File: src/rtl/hdc_pkg.sv
// package: constants, field layout and carrier types of the halting debug control block
// Operation
// with debug enabled, mask bit set masks service call, tick and external interrupts
// debugger changes mask only while halted and writing halt as 1; code takes the mask bit on any keyed write, halted or not
// mask never blocks the non-maskable interrupt
// with debug disabled the mask bit value reads as don't-care
// step bit written 1 enables single-step, 0 disables it
// halt bit written 1 requests halt, 0 requests resume
// enable bit 0 disables halting debug, 1 enables it
// debugger setting enable from 0 to 1 writes mask 0 too; code takes the written mask bit and never forces it to 0
// enable bit changes only from debug access port, processor writes ignored
// after power-on reset enable bit is 0
// selector write picks target register and direction and starts transfer
// selector only acts in Debug state; other writes start nothing
// control writes ignored unless upper half carries the unlock key
// debugger loads data register first, then writes selector with direction
// selector write clears ready flag, transfer completion sets it
package hdc_pkg;
  // register select codes on the access port
  localparam logic [1:0]  SEL_CTRL_STATUS = 2'h0;
  localparam logic [1:0]  SEL_XFER_SELECT = 2'h1;
  localparam logic [1:0]  SEL_XFER_DATA   = 2'h2;
  // control and status register fields
  localparam int          KEY_LSB         = 16;
  localparam logic [15:0] WRITE_UNLOCK_KEY = 16'hA05F;
  localparam int          BIT_DEBUG_EN    = 0;
  localparam int          BIT_HALT        = 1;
  localparam int          BIT_STEP        = 2;
  localparam int          BIT_INT_MASK    = 3;
  localparam int          BIT_READY       = 16;
  localparam int          BIT_HALTED      = 17;
  // selector fields
  localparam int          BIT_DIRECTION   = 16;
  localparam int          REGCODE_W       = 5;
  // reset values
  localparam logic        RST_DEBUG_EN    = 1'b0;
  localparam logic        RST_HALT        = 1'b0;
  localparam logic        RST_STEP        = 1'b0;
  localparam logic        RST_INT_MASK    = 1'b0;
  localparam logic        RST_READY       = 1'b1;
  localparam logic [31:0] RST_DATA        = 32'h0000_0000;
  // interrupt widths
  localparam int          EXT_IRQ_W       = 32;
  // direction encoding
  localparam logic        DIR_READ        = 1'b0;
  localparam logic        DIR_WRITE       = 1'b1;

  typedef struct packed {
    logic        valid;
    logic        write;
    logic        from_dap;
    logic [1:0]  sel;
    logic [31:0] wdata;
  } hdc_acc_t;

  typedef struct packed {
    logic                 valid;
    logic                 dir;
    logic [REGCODE_W-1:0] target_register_code;
    logic [31:0]          wdata;
  } hdc_xreq_t;
endpackage

File: src/rtl/hdc_top.sv
// halting debug control register and core register transfer front end
`timescale 1ns/1ps
module hdc_top (
  // clock and reset
  input  wire logic                          mclk_i,
  input  wire logic                          arst_n_i,
  input  wire logic                          ce_i,
  // register access port
  input  hdc_pkg::hdc_acc_t                  acc_i,
  output logic [31:0]                        rdata_o,
  output logic                               rvalid_o,
  // processor debug state
  input  wire logic                          in_debug_i,
  output logic                               debug_en_o,
  output logic                               halt_req_o,
  output logic                               step_en_o,
  // interrupt gating
  input  wire logic                          pended_service_call_i,
  input  wire logic                          system_tick_interrupt_i,
  input  wire logic [hdc_pkg::EXT_IRQ_W-1:0] ext_irq_i,
  input  wire logic                          nmi_i,
  output logic                               pended_service_call_o,
  output logic                               system_tick_interrupt_o,
  output logic [hdc_pkg::EXT_IRQ_W-1:0]      ext_irq_o,
  output logic                               nmi_o,
  // core register transfer
  output hdc_pkg::hdc_xreq_t                 xreq_o,
  input  wire logic                          xfer_done_i,
  input  wire logic [31:0]                   xfer_rdata_i
);
  import hdc_pkg::*;

  logic        debug_en;
  logic        halt;
  logic        step;
  logic        int_mask;
  logic        eff_mask;
  logic        key_ok;
  logic        ctrl_wr;
  logic        sel_wr;
  logic        data_wr;
  logic        rd;
  logic        ready;
  logic        busy;
  logic [31:0] data_reg;
  logic [31:0] next_rdata;

  // access decode
  assign key_ok  = acc_i.wdata[31:KEY_LSB] == WRITE_UNLOCK_KEY;
  assign ctrl_wr = ce_i && acc_i.valid && acc_i.write
                   && acc_i.sel == SEL_CTRL_STATUS && key_ok;
  assign sel_wr  = acc_i.valid && acc_i.write && acc_i.sel == SEL_XFER_SELECT;
  assign data_wr = acc_i.valid && acc_i.write && acc_i.sel == SEL_XFER_DATA;
  assign rd      = ce_i && acc_i.valid && !acc_i.write;

  // halting debug enable, debug access port only
  always_ff @(posedge mclk_i or negedge arst_n_i) begin
    if (!arst_n_i) begin
      debug_en <= RST_DEBUG_EN;
    end else if (ctrl_wr && acc_i.from_dap) begin
      debug_en <= acc_i.wdata[BIT_DEBUG_EN];
    end
  end

  // halt request bit
  always_ff @(posedge mclk_i or negedge arst_n_i) begin
    if (!arst_n_i) begin
      halt <= RST_HALT;
    end else if (ctrl_wr) begin
      halt <= acc_i.wdata[BIT_HALT];
    end
  end

  // single-step bit
  always_ff @(posedge mclk_i or negedge arst_n_i) begin
    if (!arst_n_i) begin
      step <= RST_STEP;
    end else if (ctrl_wr) begin
      step <= acc_i.wdata[BIT_STEP];
    end
  end

  // interrupt mask bit; debugger keeps the halt and enable sequencing
  always_ff @(posedge mclk_i or negedge arst_n_i) begin
    if (!arst_n_i) begin
      int_mask <= RST_INT_MASK;
    end else if (ctrl_wr) begin
      int_mask <= acc_i.wdata[BIT_INT_MASK];
    end
  end

  // effects on the processor
  assign eff_mask   = debug_en && int_mask;
  assign debug_en_o = debug_en;
  assign halt_req_o = debug_en && halt;
  assign step_en_o  = debug_en && step;
  assign pended_service_call_o   = pended_service_call_i && !eff_mask;
  assign system_tick_interrupt_o  = system_tick_interrupt_i && !eff_mask;

  genvar gi;
  generate
    for (gi = 0; gi < EXT_IRQ_W; gi++) begin : g_irq
      assign ext_irq_o[gi] = ext_irq_i[gi] && !eff_mask;
    end
  endgenerate

  assign nmi_o = nmi_i;

  // transfer engine
  hdc_xfer u_xfer (
    .mclk_i       (mclk_i),
    .arst_n_i     (arst_n_i),
    .ce_i         (ce_i),
    .start_i      (sel_wr),
    .dir_i        (acc_i.wdata[BIT_DIRECTION]),
    .target_register_code_i     (acc_i.wdata[REGCODE_W-1:0]),
    .data_wr_i    (data_wr),
    .data_i       (acc_i.wdata),
    .in_debug_i   (in_debug_i),
    .ready_o      (ready),
    .busy_o       (busy),
    .data_o       (data_reg),
    .xreq_o       (xreq_o),
    .done_i       (xfer_done_i),
    .core_rdata_i (xfer_rdata_i)
  );

  // read data mux
  always_comb begin
    next_rdata = 32'h0000_0000;
    unique case (acc_i.sel)
      SEL_CTRL_STATUS: begin
        next_rdata[BIT_HALTED]   = in_debug_i;
        next_rdata[BIT_READY]    = ready;
        next_rdata[BIT_INT_MASK] = eff_mask;
        next_rdata[BIT_STEP]     = step;
        next_rdata[BIT_HALT]     = halt;
        next_rdata[BIT_DEBUG_EN] = debug_en;
      end
      SEL_XFER_DATA: begin
        next_rdata = data_reg;
      end
      default: begin
        next_rdata = 32'h0000_0000;
      end
    endcase
  end

  always_ff @(posedge mclk_i or negedge arst_n_i) begin
    if (!arst_n_i) begin
      rdata_o <= 32'h0000_0000;
    end else if (rd) begin
      rdata_o <= next_rdata;
    end
  end

  always_ff @(posedge mclk_i or negedge arst_n_i) begin
    if (!arst_n_i) begin
      rvalid_o <= 1'b0;
    end else if (ce_i) begin
      rvalid_o <= acc_i.valid && !acc_i.write;
    end
  end
endmodule // hdc_top

File: src/rtl/hdc_xfer.sv
// core register transfer engine: selector, data register, ready flag
`timescale 1ns/1ps
module hdc_xfer (
  // clock and reset
  input  wire logic                          mclk_i,
  input  wire logic                          arst_n_i,
  input  wire logic                          ce_i,
  // control side
  input  wire logic                          start_i,
  input  wire logic                          dir_i,
  input  wire logic [hdc_pkg::REGCODE_W-1:0] target_register_code_i,
  input  wire logic                          data_wr_i,
  input  wire logic [31:0]                   data_i,
  input  wire logic                          in_debug_i,
  output logic                               ready_o,
  output logic                               busy_o,
  output logic [31:0]                        data_o,
  // core side
  output hdc_pkg::hdc_xreq_t                 xreq_o,
  input  wire logic                          done_i,
  input  wire logic [31:0]                   core_rdata_i
);
  import hdc_pkg::*;

  typedef enum logic {
    HDC_IDLE = 1'b0,
    HDC_BUSY = 1'b1
  } hdc_xstate_t;

  hdc_xstate_t          state;
  logic                 accept;
  logic                 finish;
  logic                 dir;
  logic [REGCODE_W-1:0] target_register_code;

  assign accept = ce_i && start_i && in_debug_i && (state == HDC_IDLE);
  assign finish = ce_i && done_i && (state == HDC_BUSY);
  assign busy_o = (state == HDC_BUSY);

  always_ff @(posedge mclk_i or negedge arst_n_i) begin
    if (!arst_n_i) begin
      state <= HDC_IDLE;
    end else if (accept) begin
      state <= HDC_BUSY;
    end else if (finish) begin
      state <= HDC_IDLE;
    end
  end

  // ready flag handshake
  always_ff @(posedge mclk_i or negedge arst_n_i) begin
    if (!arst_n_i) begin
      ready_o <= RST_READY;
    end else if (accept) begin
      ready_o <= 1'b0;
    end else if (finish) begin
      ready_o <= 1'b1;
    end
  end

  // selector latch toward the core
  always_ff @(posedge mclk_i or negedge arst_n_i) begin
    if (!arst_n_i) begin
      dir    <= DIR_READ;
      target_register_code <= '0;
    end else if (accept) begin
      dir    <= dir_i;
      target_register_code <= target_register_code_i;
    end
  end

  // request carrier, one driver for the whole struct
  always_comb begin
    xreq_o.valid  = busy_o;
    xreq_o.dir    = dir;
    xreq_o.target_register_code = target_register_code;
    xreq_o.wdata  = data_o;
  end

  // data register, loaded by debugger or by a finished read
  always_ff @(posedge mclk_i or negedge arst_n_i) begin
    if (!arst_n_i) begin
      data_o <= RST_DATA;
    end else if (finish && dir == DIR_READ) begin
      data_o <= core_rdata_i;
    end else if (ce_i && data_wr_i && state == HDC_IDLE) begin
      data_o <= data_i;
    end
  end
endmodule // hdc_xfer

File: config.mk
export PLATFORM = sky130hd
export DESIGN_NAME = hdc_top
export DESIGN_NICKNAME = d
export VERILOG_FILES = /design/src/rtl/hdc_pkg.sv /design/src/rtl/hdc_top.sv /design/src/rtl/hdc_xfer.sv
export SDC_FILE = /design/constraint.sdc
export NUM_CORES = 1
export LEC_CHECK = 0
export ABC_AREA = 0
export BUFFER_PORTS_ARGS = -buffer_cell sky130_fd_sc_hd__clkbuf_2
export CAP_MARGIN = 30
export CORE_MARGIN = 1
export CORE_UTILIZATION = 48
export CTS_CLUSTER_SIZE = 40
export DETAILED_ROUTE_END_ITERATION = 10
export GPL_TIMING_DRIVEN = 0
export PLACE_DENSITY = 0.86
export SYNTH_ARGS = -nofsm -noshare
export SYNTH_HDL_FRONTEND = slang
export SYNTH_HIERARCHICAL = 1
export SYNTH_SLANG_ARGS = --single-unit
File: constraint.sdc
create_clock -name mclk_i -period 3.3 [get_ports mclk_i]
set_input_delay 0.66 -clock mclk_i [delete_from_list [all_inputs] [get_ports mclk_i]]
set_output_delay 0.66 -clock mclk_i [all_outputs]
set_load 0.02 [all_outputs]
==> results by stage <==
Floorplanning:
- The die covers 0.00850 sq mm.
- The chip height is 92.2 microns.
- The horizontal extent of the die is 92.2 microns.
- After floorplanning, the core was divided into 32 placement rows.
- The region available for standard cell placement spans 0.00781 sq mm.
- The number of top-level pins is 219.
- Once the floorplan was initialized, standard cells occupied around half of the core.

Critical path:
- In this design, the stage delay of the slowest critical-path cell is approximately 0.45 ns.
- The worst setup path endpoint is ext_irq_o[18].
- STA puts the critical path data required time at 2.64 ns.
- Of all nets on the critical path, the largest fanout is 10.
- STA classifies the critical path startpoint as a flop.
- The cell count of the worst reg-to-reg path is 4.
- The worst register-to-register path has a setup slack of 1.79 ns.
- The cell with the largest stage delay on the worst path is dfrtp_1.
- The endpoint kind of the worst setup timing path is a primary output.
- The start-to-end type of the worst setup path is flop to primary output.
- The signal arrival time at the worst endpoint is 1.72 ns.
- The endpoint identified for the worst register-to-register timing path is u_xfer/data_o[13]$_DFFE_PN0P_.
- Traced cell by cell, the critical path runs through nand2_1, clkbuf_1, and2_1, clkbuf_2.
- The critical path launch point is debug_en_o$_DFFE_PN0P_.
- The worst register-to-register path begins at u_xfer/busy_o$_DFFE_PN0P_.

Timing:
- The transition time at the pin with the least slew margin is 0.563 ns.
- In the final timing run, aggregate negative setup slack is 0 ns.
- Setup repair after global routing left no endpoint under its margin.
- For the final database, setup skew stands at ~0.011 ns.
- The fmax is 0.421 GHz.
- The worst pin sits at a relative slew slack of 62.5%.
- Setup violations remaining at the end of the flow were counted as 0.
- The routed design could run at a clock period as short as 2.38 ns.
- The final number of max-transition violations was 0.
- The final hold violation count is 0.
- After layout, the worst path uses 72.0% of the clock period.
- Across all hold checks on the routed design, the worst slack comes to 0.253 ns.
- The smallest setup slack after layout is around 0.92 ns.

Clocking:
- The clock reaches the later pin of the worst-skew pair after 0.35 ns.
- TritonCTS built the clock tree.
- The deepest clock path buffer count is 2.
- The total number of clock tree sinks is 77.
- After clock tree synthesis, the flow added hold-fix buffers numbering 0.
- Clock-pin slew was measured on the worst setup and hold paths at about 0.090 ns.
- The root buffer cell chosen for the clock tree is clkbuf_8.
- The H-tree was split into 3 levels.
- The count of instances resized after the clock tree is built is 0.
- In this run the post-CTS setup repair buffer count came out at 0.
- Counting the buffers created by CTS gives 9.

Pwr:
- Internal power comes to 1970 uW.
- The combinational share of power is 33.9%.
- The switching part of the total power is 35.6%.
- In this run, flip-flops and latches consume a little over two fifths of the power.
- The analysis attributes to cell leakage a power of around 0.0029 uW.
- The power density over cell area is 573 mW/mm^2.
- The clock network accounts for 24.1% of the total power.
- In this run the power spent charging and discharging nets is 1090 uW.
- The largest voltage drop on the vdd net is 0.226 mV.

Yosys:
- The sequential share of the synthesized area is 49.4%.
- Of the post-synthesis cell area, the dominant cell type holds 48.7%.
- The count of yosys warnings during synthesis is 6.
- After synthesis the cells add up to 0.00390 sq mm.
- The number of different library cells used by synthesis comes to 32.
- Each instance of the synthesized netlist takes up on average 8.91 sq um.
- The number of enable flip-flop cells after synthesis is 0.
- The library cell occupying the most area in the post-synthesis netlist is dfrtp_1.
- Yosys attributes the largest share of cell area to dfrtp_1, nand2_1, buf_4.
- The most instantiated library cell after synthesis is nand2_1.
- The count of mapped cells out of synthesis is between 400 and 500.
- For this run, the leading register cell type out of synthesis is dfrtp_1.
- The share of synthesized registers carrying an async set or reset is 100%.
- The number of nets handed over by synthesis was ~550.
- In the synthesized netlist, the cells that appear most often are nand2_1, dfrtp_1, and2_1, buf_4, nor2_1.
- The post-synthesis register bit count is a little under 80.

Cells and area:
- The final instance area is 0.00535 sq mm.
- The layout net count is 774.
- The area growth from synthesis to layout is 37.0%.
- The number of antenna diodes is 0.
- The post-route netlist has between 40% and 50% of its cells at a drive strength greater than 1.
- The filler cell count is approximately 650.

Place:
- At the end of routability-driven placement, the weighted congestion stood at 0.869.
- The placed cell area is 0.00514 sq mm.
- The half-perimeter wire length of the detailed placement result is 9300 microns.
- The count of input and output buffers is 215.
- Before CTS, the worst setup slack after placement is 0.831 ns.

Drt:
- The via count is 3961.
- In the routed design, unresolved DRC markers number 0.
- The routed design has about 12000 microns of wire.
- The detail route stage leaves a number of antenna-violating nets equal to 0.
- The routed wire length per instance is 15.3 microns.
- The number of detailed-route iterations in the first pass is 4.
- The post-detailed-route via-to-cell ratio is 5.13.
- The detailed router finished its first iteration with 158 violations.

GRT:
- The total grt overflow is 0.
- The initial antenna violation count is 0.
- Entering global routing, the biggest net connects 51 pins.
- Global routing used 28.1% of the available tracks across all layers.
- The wire length of the first global-routing pass is 18300 microns.
- The number of global-route vias before repair is 3898.

Min path:
- The min-delay analysis places its worst path in the category primary input to async pin.

Run status:
- The flow ran to the end, and the final reports show no timing, DRC or antenna violations.

Run:
- The tool flagged a number of max-cap violations equal to 0.
==> power groups by stage <==
stage / Combinational, uW / Sequential, uW / Clock, uW
2_1_floorplan: 604 / 1340 / 0
3_3_place_gp: 1010 / 1290 / 0
3_5_place_dp: 1040 / 1300 / 0
4_1_cts: 1040 / 1280 / 751
5_1_grt: 1110 / 1310 / 781
6_report: 1040 / 1280 / 740
==> cell usage in the layout, fill, tap and decap left out, types with 2 or more instances in the layout <==
cell type,Yosys,layout
a31oi_1,32,32
and2_1,36,36
buf_2,11,11
buf_4,36,36
buf_6,4,4
clkbuf_1,13,13
clkbuf_2,0,214
clkbuf_8,0,10
clkinv_4,0,4
dfrtp_1,76,76
inv_1,2,2
mux2_1,4,4
mux2_2,6,6
mux2i_1,5,5
nand2_1,127,127
nand3b_1,2,2
nor2_1,35,35
o21ai_0,27,27
o31ai_1,6,6
==> sequential cells by signal (all words and copies together), names as in the netlist <==
register	cells
rvalid_o	1
rdata_o	32
halt	1
int_mask	1
debug_en_o	1
u_xfer/busy_o	1
u_xfer/dir	1
u_xfer/target_register_code	5
u_xfer/ready_o	1
u_xfer/data_o	32
step	1
==> layer usage <==
layer	up-vias	wire length, microns	track usage (%)
met5	-	0	0
met4	0	344	14.5
met3	35	641	3.57
met2	204	6440	52.4
met1	1860	4420	30.9
li1	1862	-	-
==> cell families (layout without fill, tap and decap cells) <==
logic type,count (synthesis),after routing,share of synthesized area [%]
DFF,77,77,49.4
muxes,15,15,4.17
AOI/OAI and AO/OA,67,67,10.1
buffers and inverters,66,298,10.9
and+or+nand+nor,213,213,25.4
==> worst min-delay path by stage <==
stage,end,depth (start not counted)
after floorplan,debug_en_o$_DFFE_PN0P_,0
after global placement,rdata_o[24]$_DFFE_PN0P_,2
after detailed placement,rdata_o[17]$_DFFE_PN0P_,2
after CTS,rdata_o[20]$_DFFE_PN0P_,1
after global routing,rdata_o[20]$_DFFE_PN0P_,1
final,rdata_o[20]$_DFFE_PN0P_,1
==> critical path: cells and delay by family (launching register included) <==
kind | cells | cell delay, ns
buffers and inverters | 2 | 0.49
DFF | 1 | 0.45
and+or+nand+nor | 2 | 0.43
==> through the flow <==
stage	cells	total power [uW]	util, %
2_1_floorplan	438	1940	-
3_3_place_gp	755	2290	65.4
6_report	772	3060	68.5
3_5_place_dp	756	2340	65.8
4_1_cts	772	3080	68.5
5_1_grt	772	3200	68.5
==> layout make-up <==
cell class / instances / area [sq um] / area share, %
buffer: 64 / 419 / 7.84
clock buffer: 10 / 138 / 2.57
clock inverter: 6 / 72.6 / 1.36
inverter: 2 / 7.51 / 0.140
multi-input combinational: 295 / 1550 / 29.0
sequential: 77 / 1930 / 36.1
tap: 102 / 128 / 2.39
timing repair buffer: 216 / 1110 / 20.7
(Power assumes the default switching activity.)
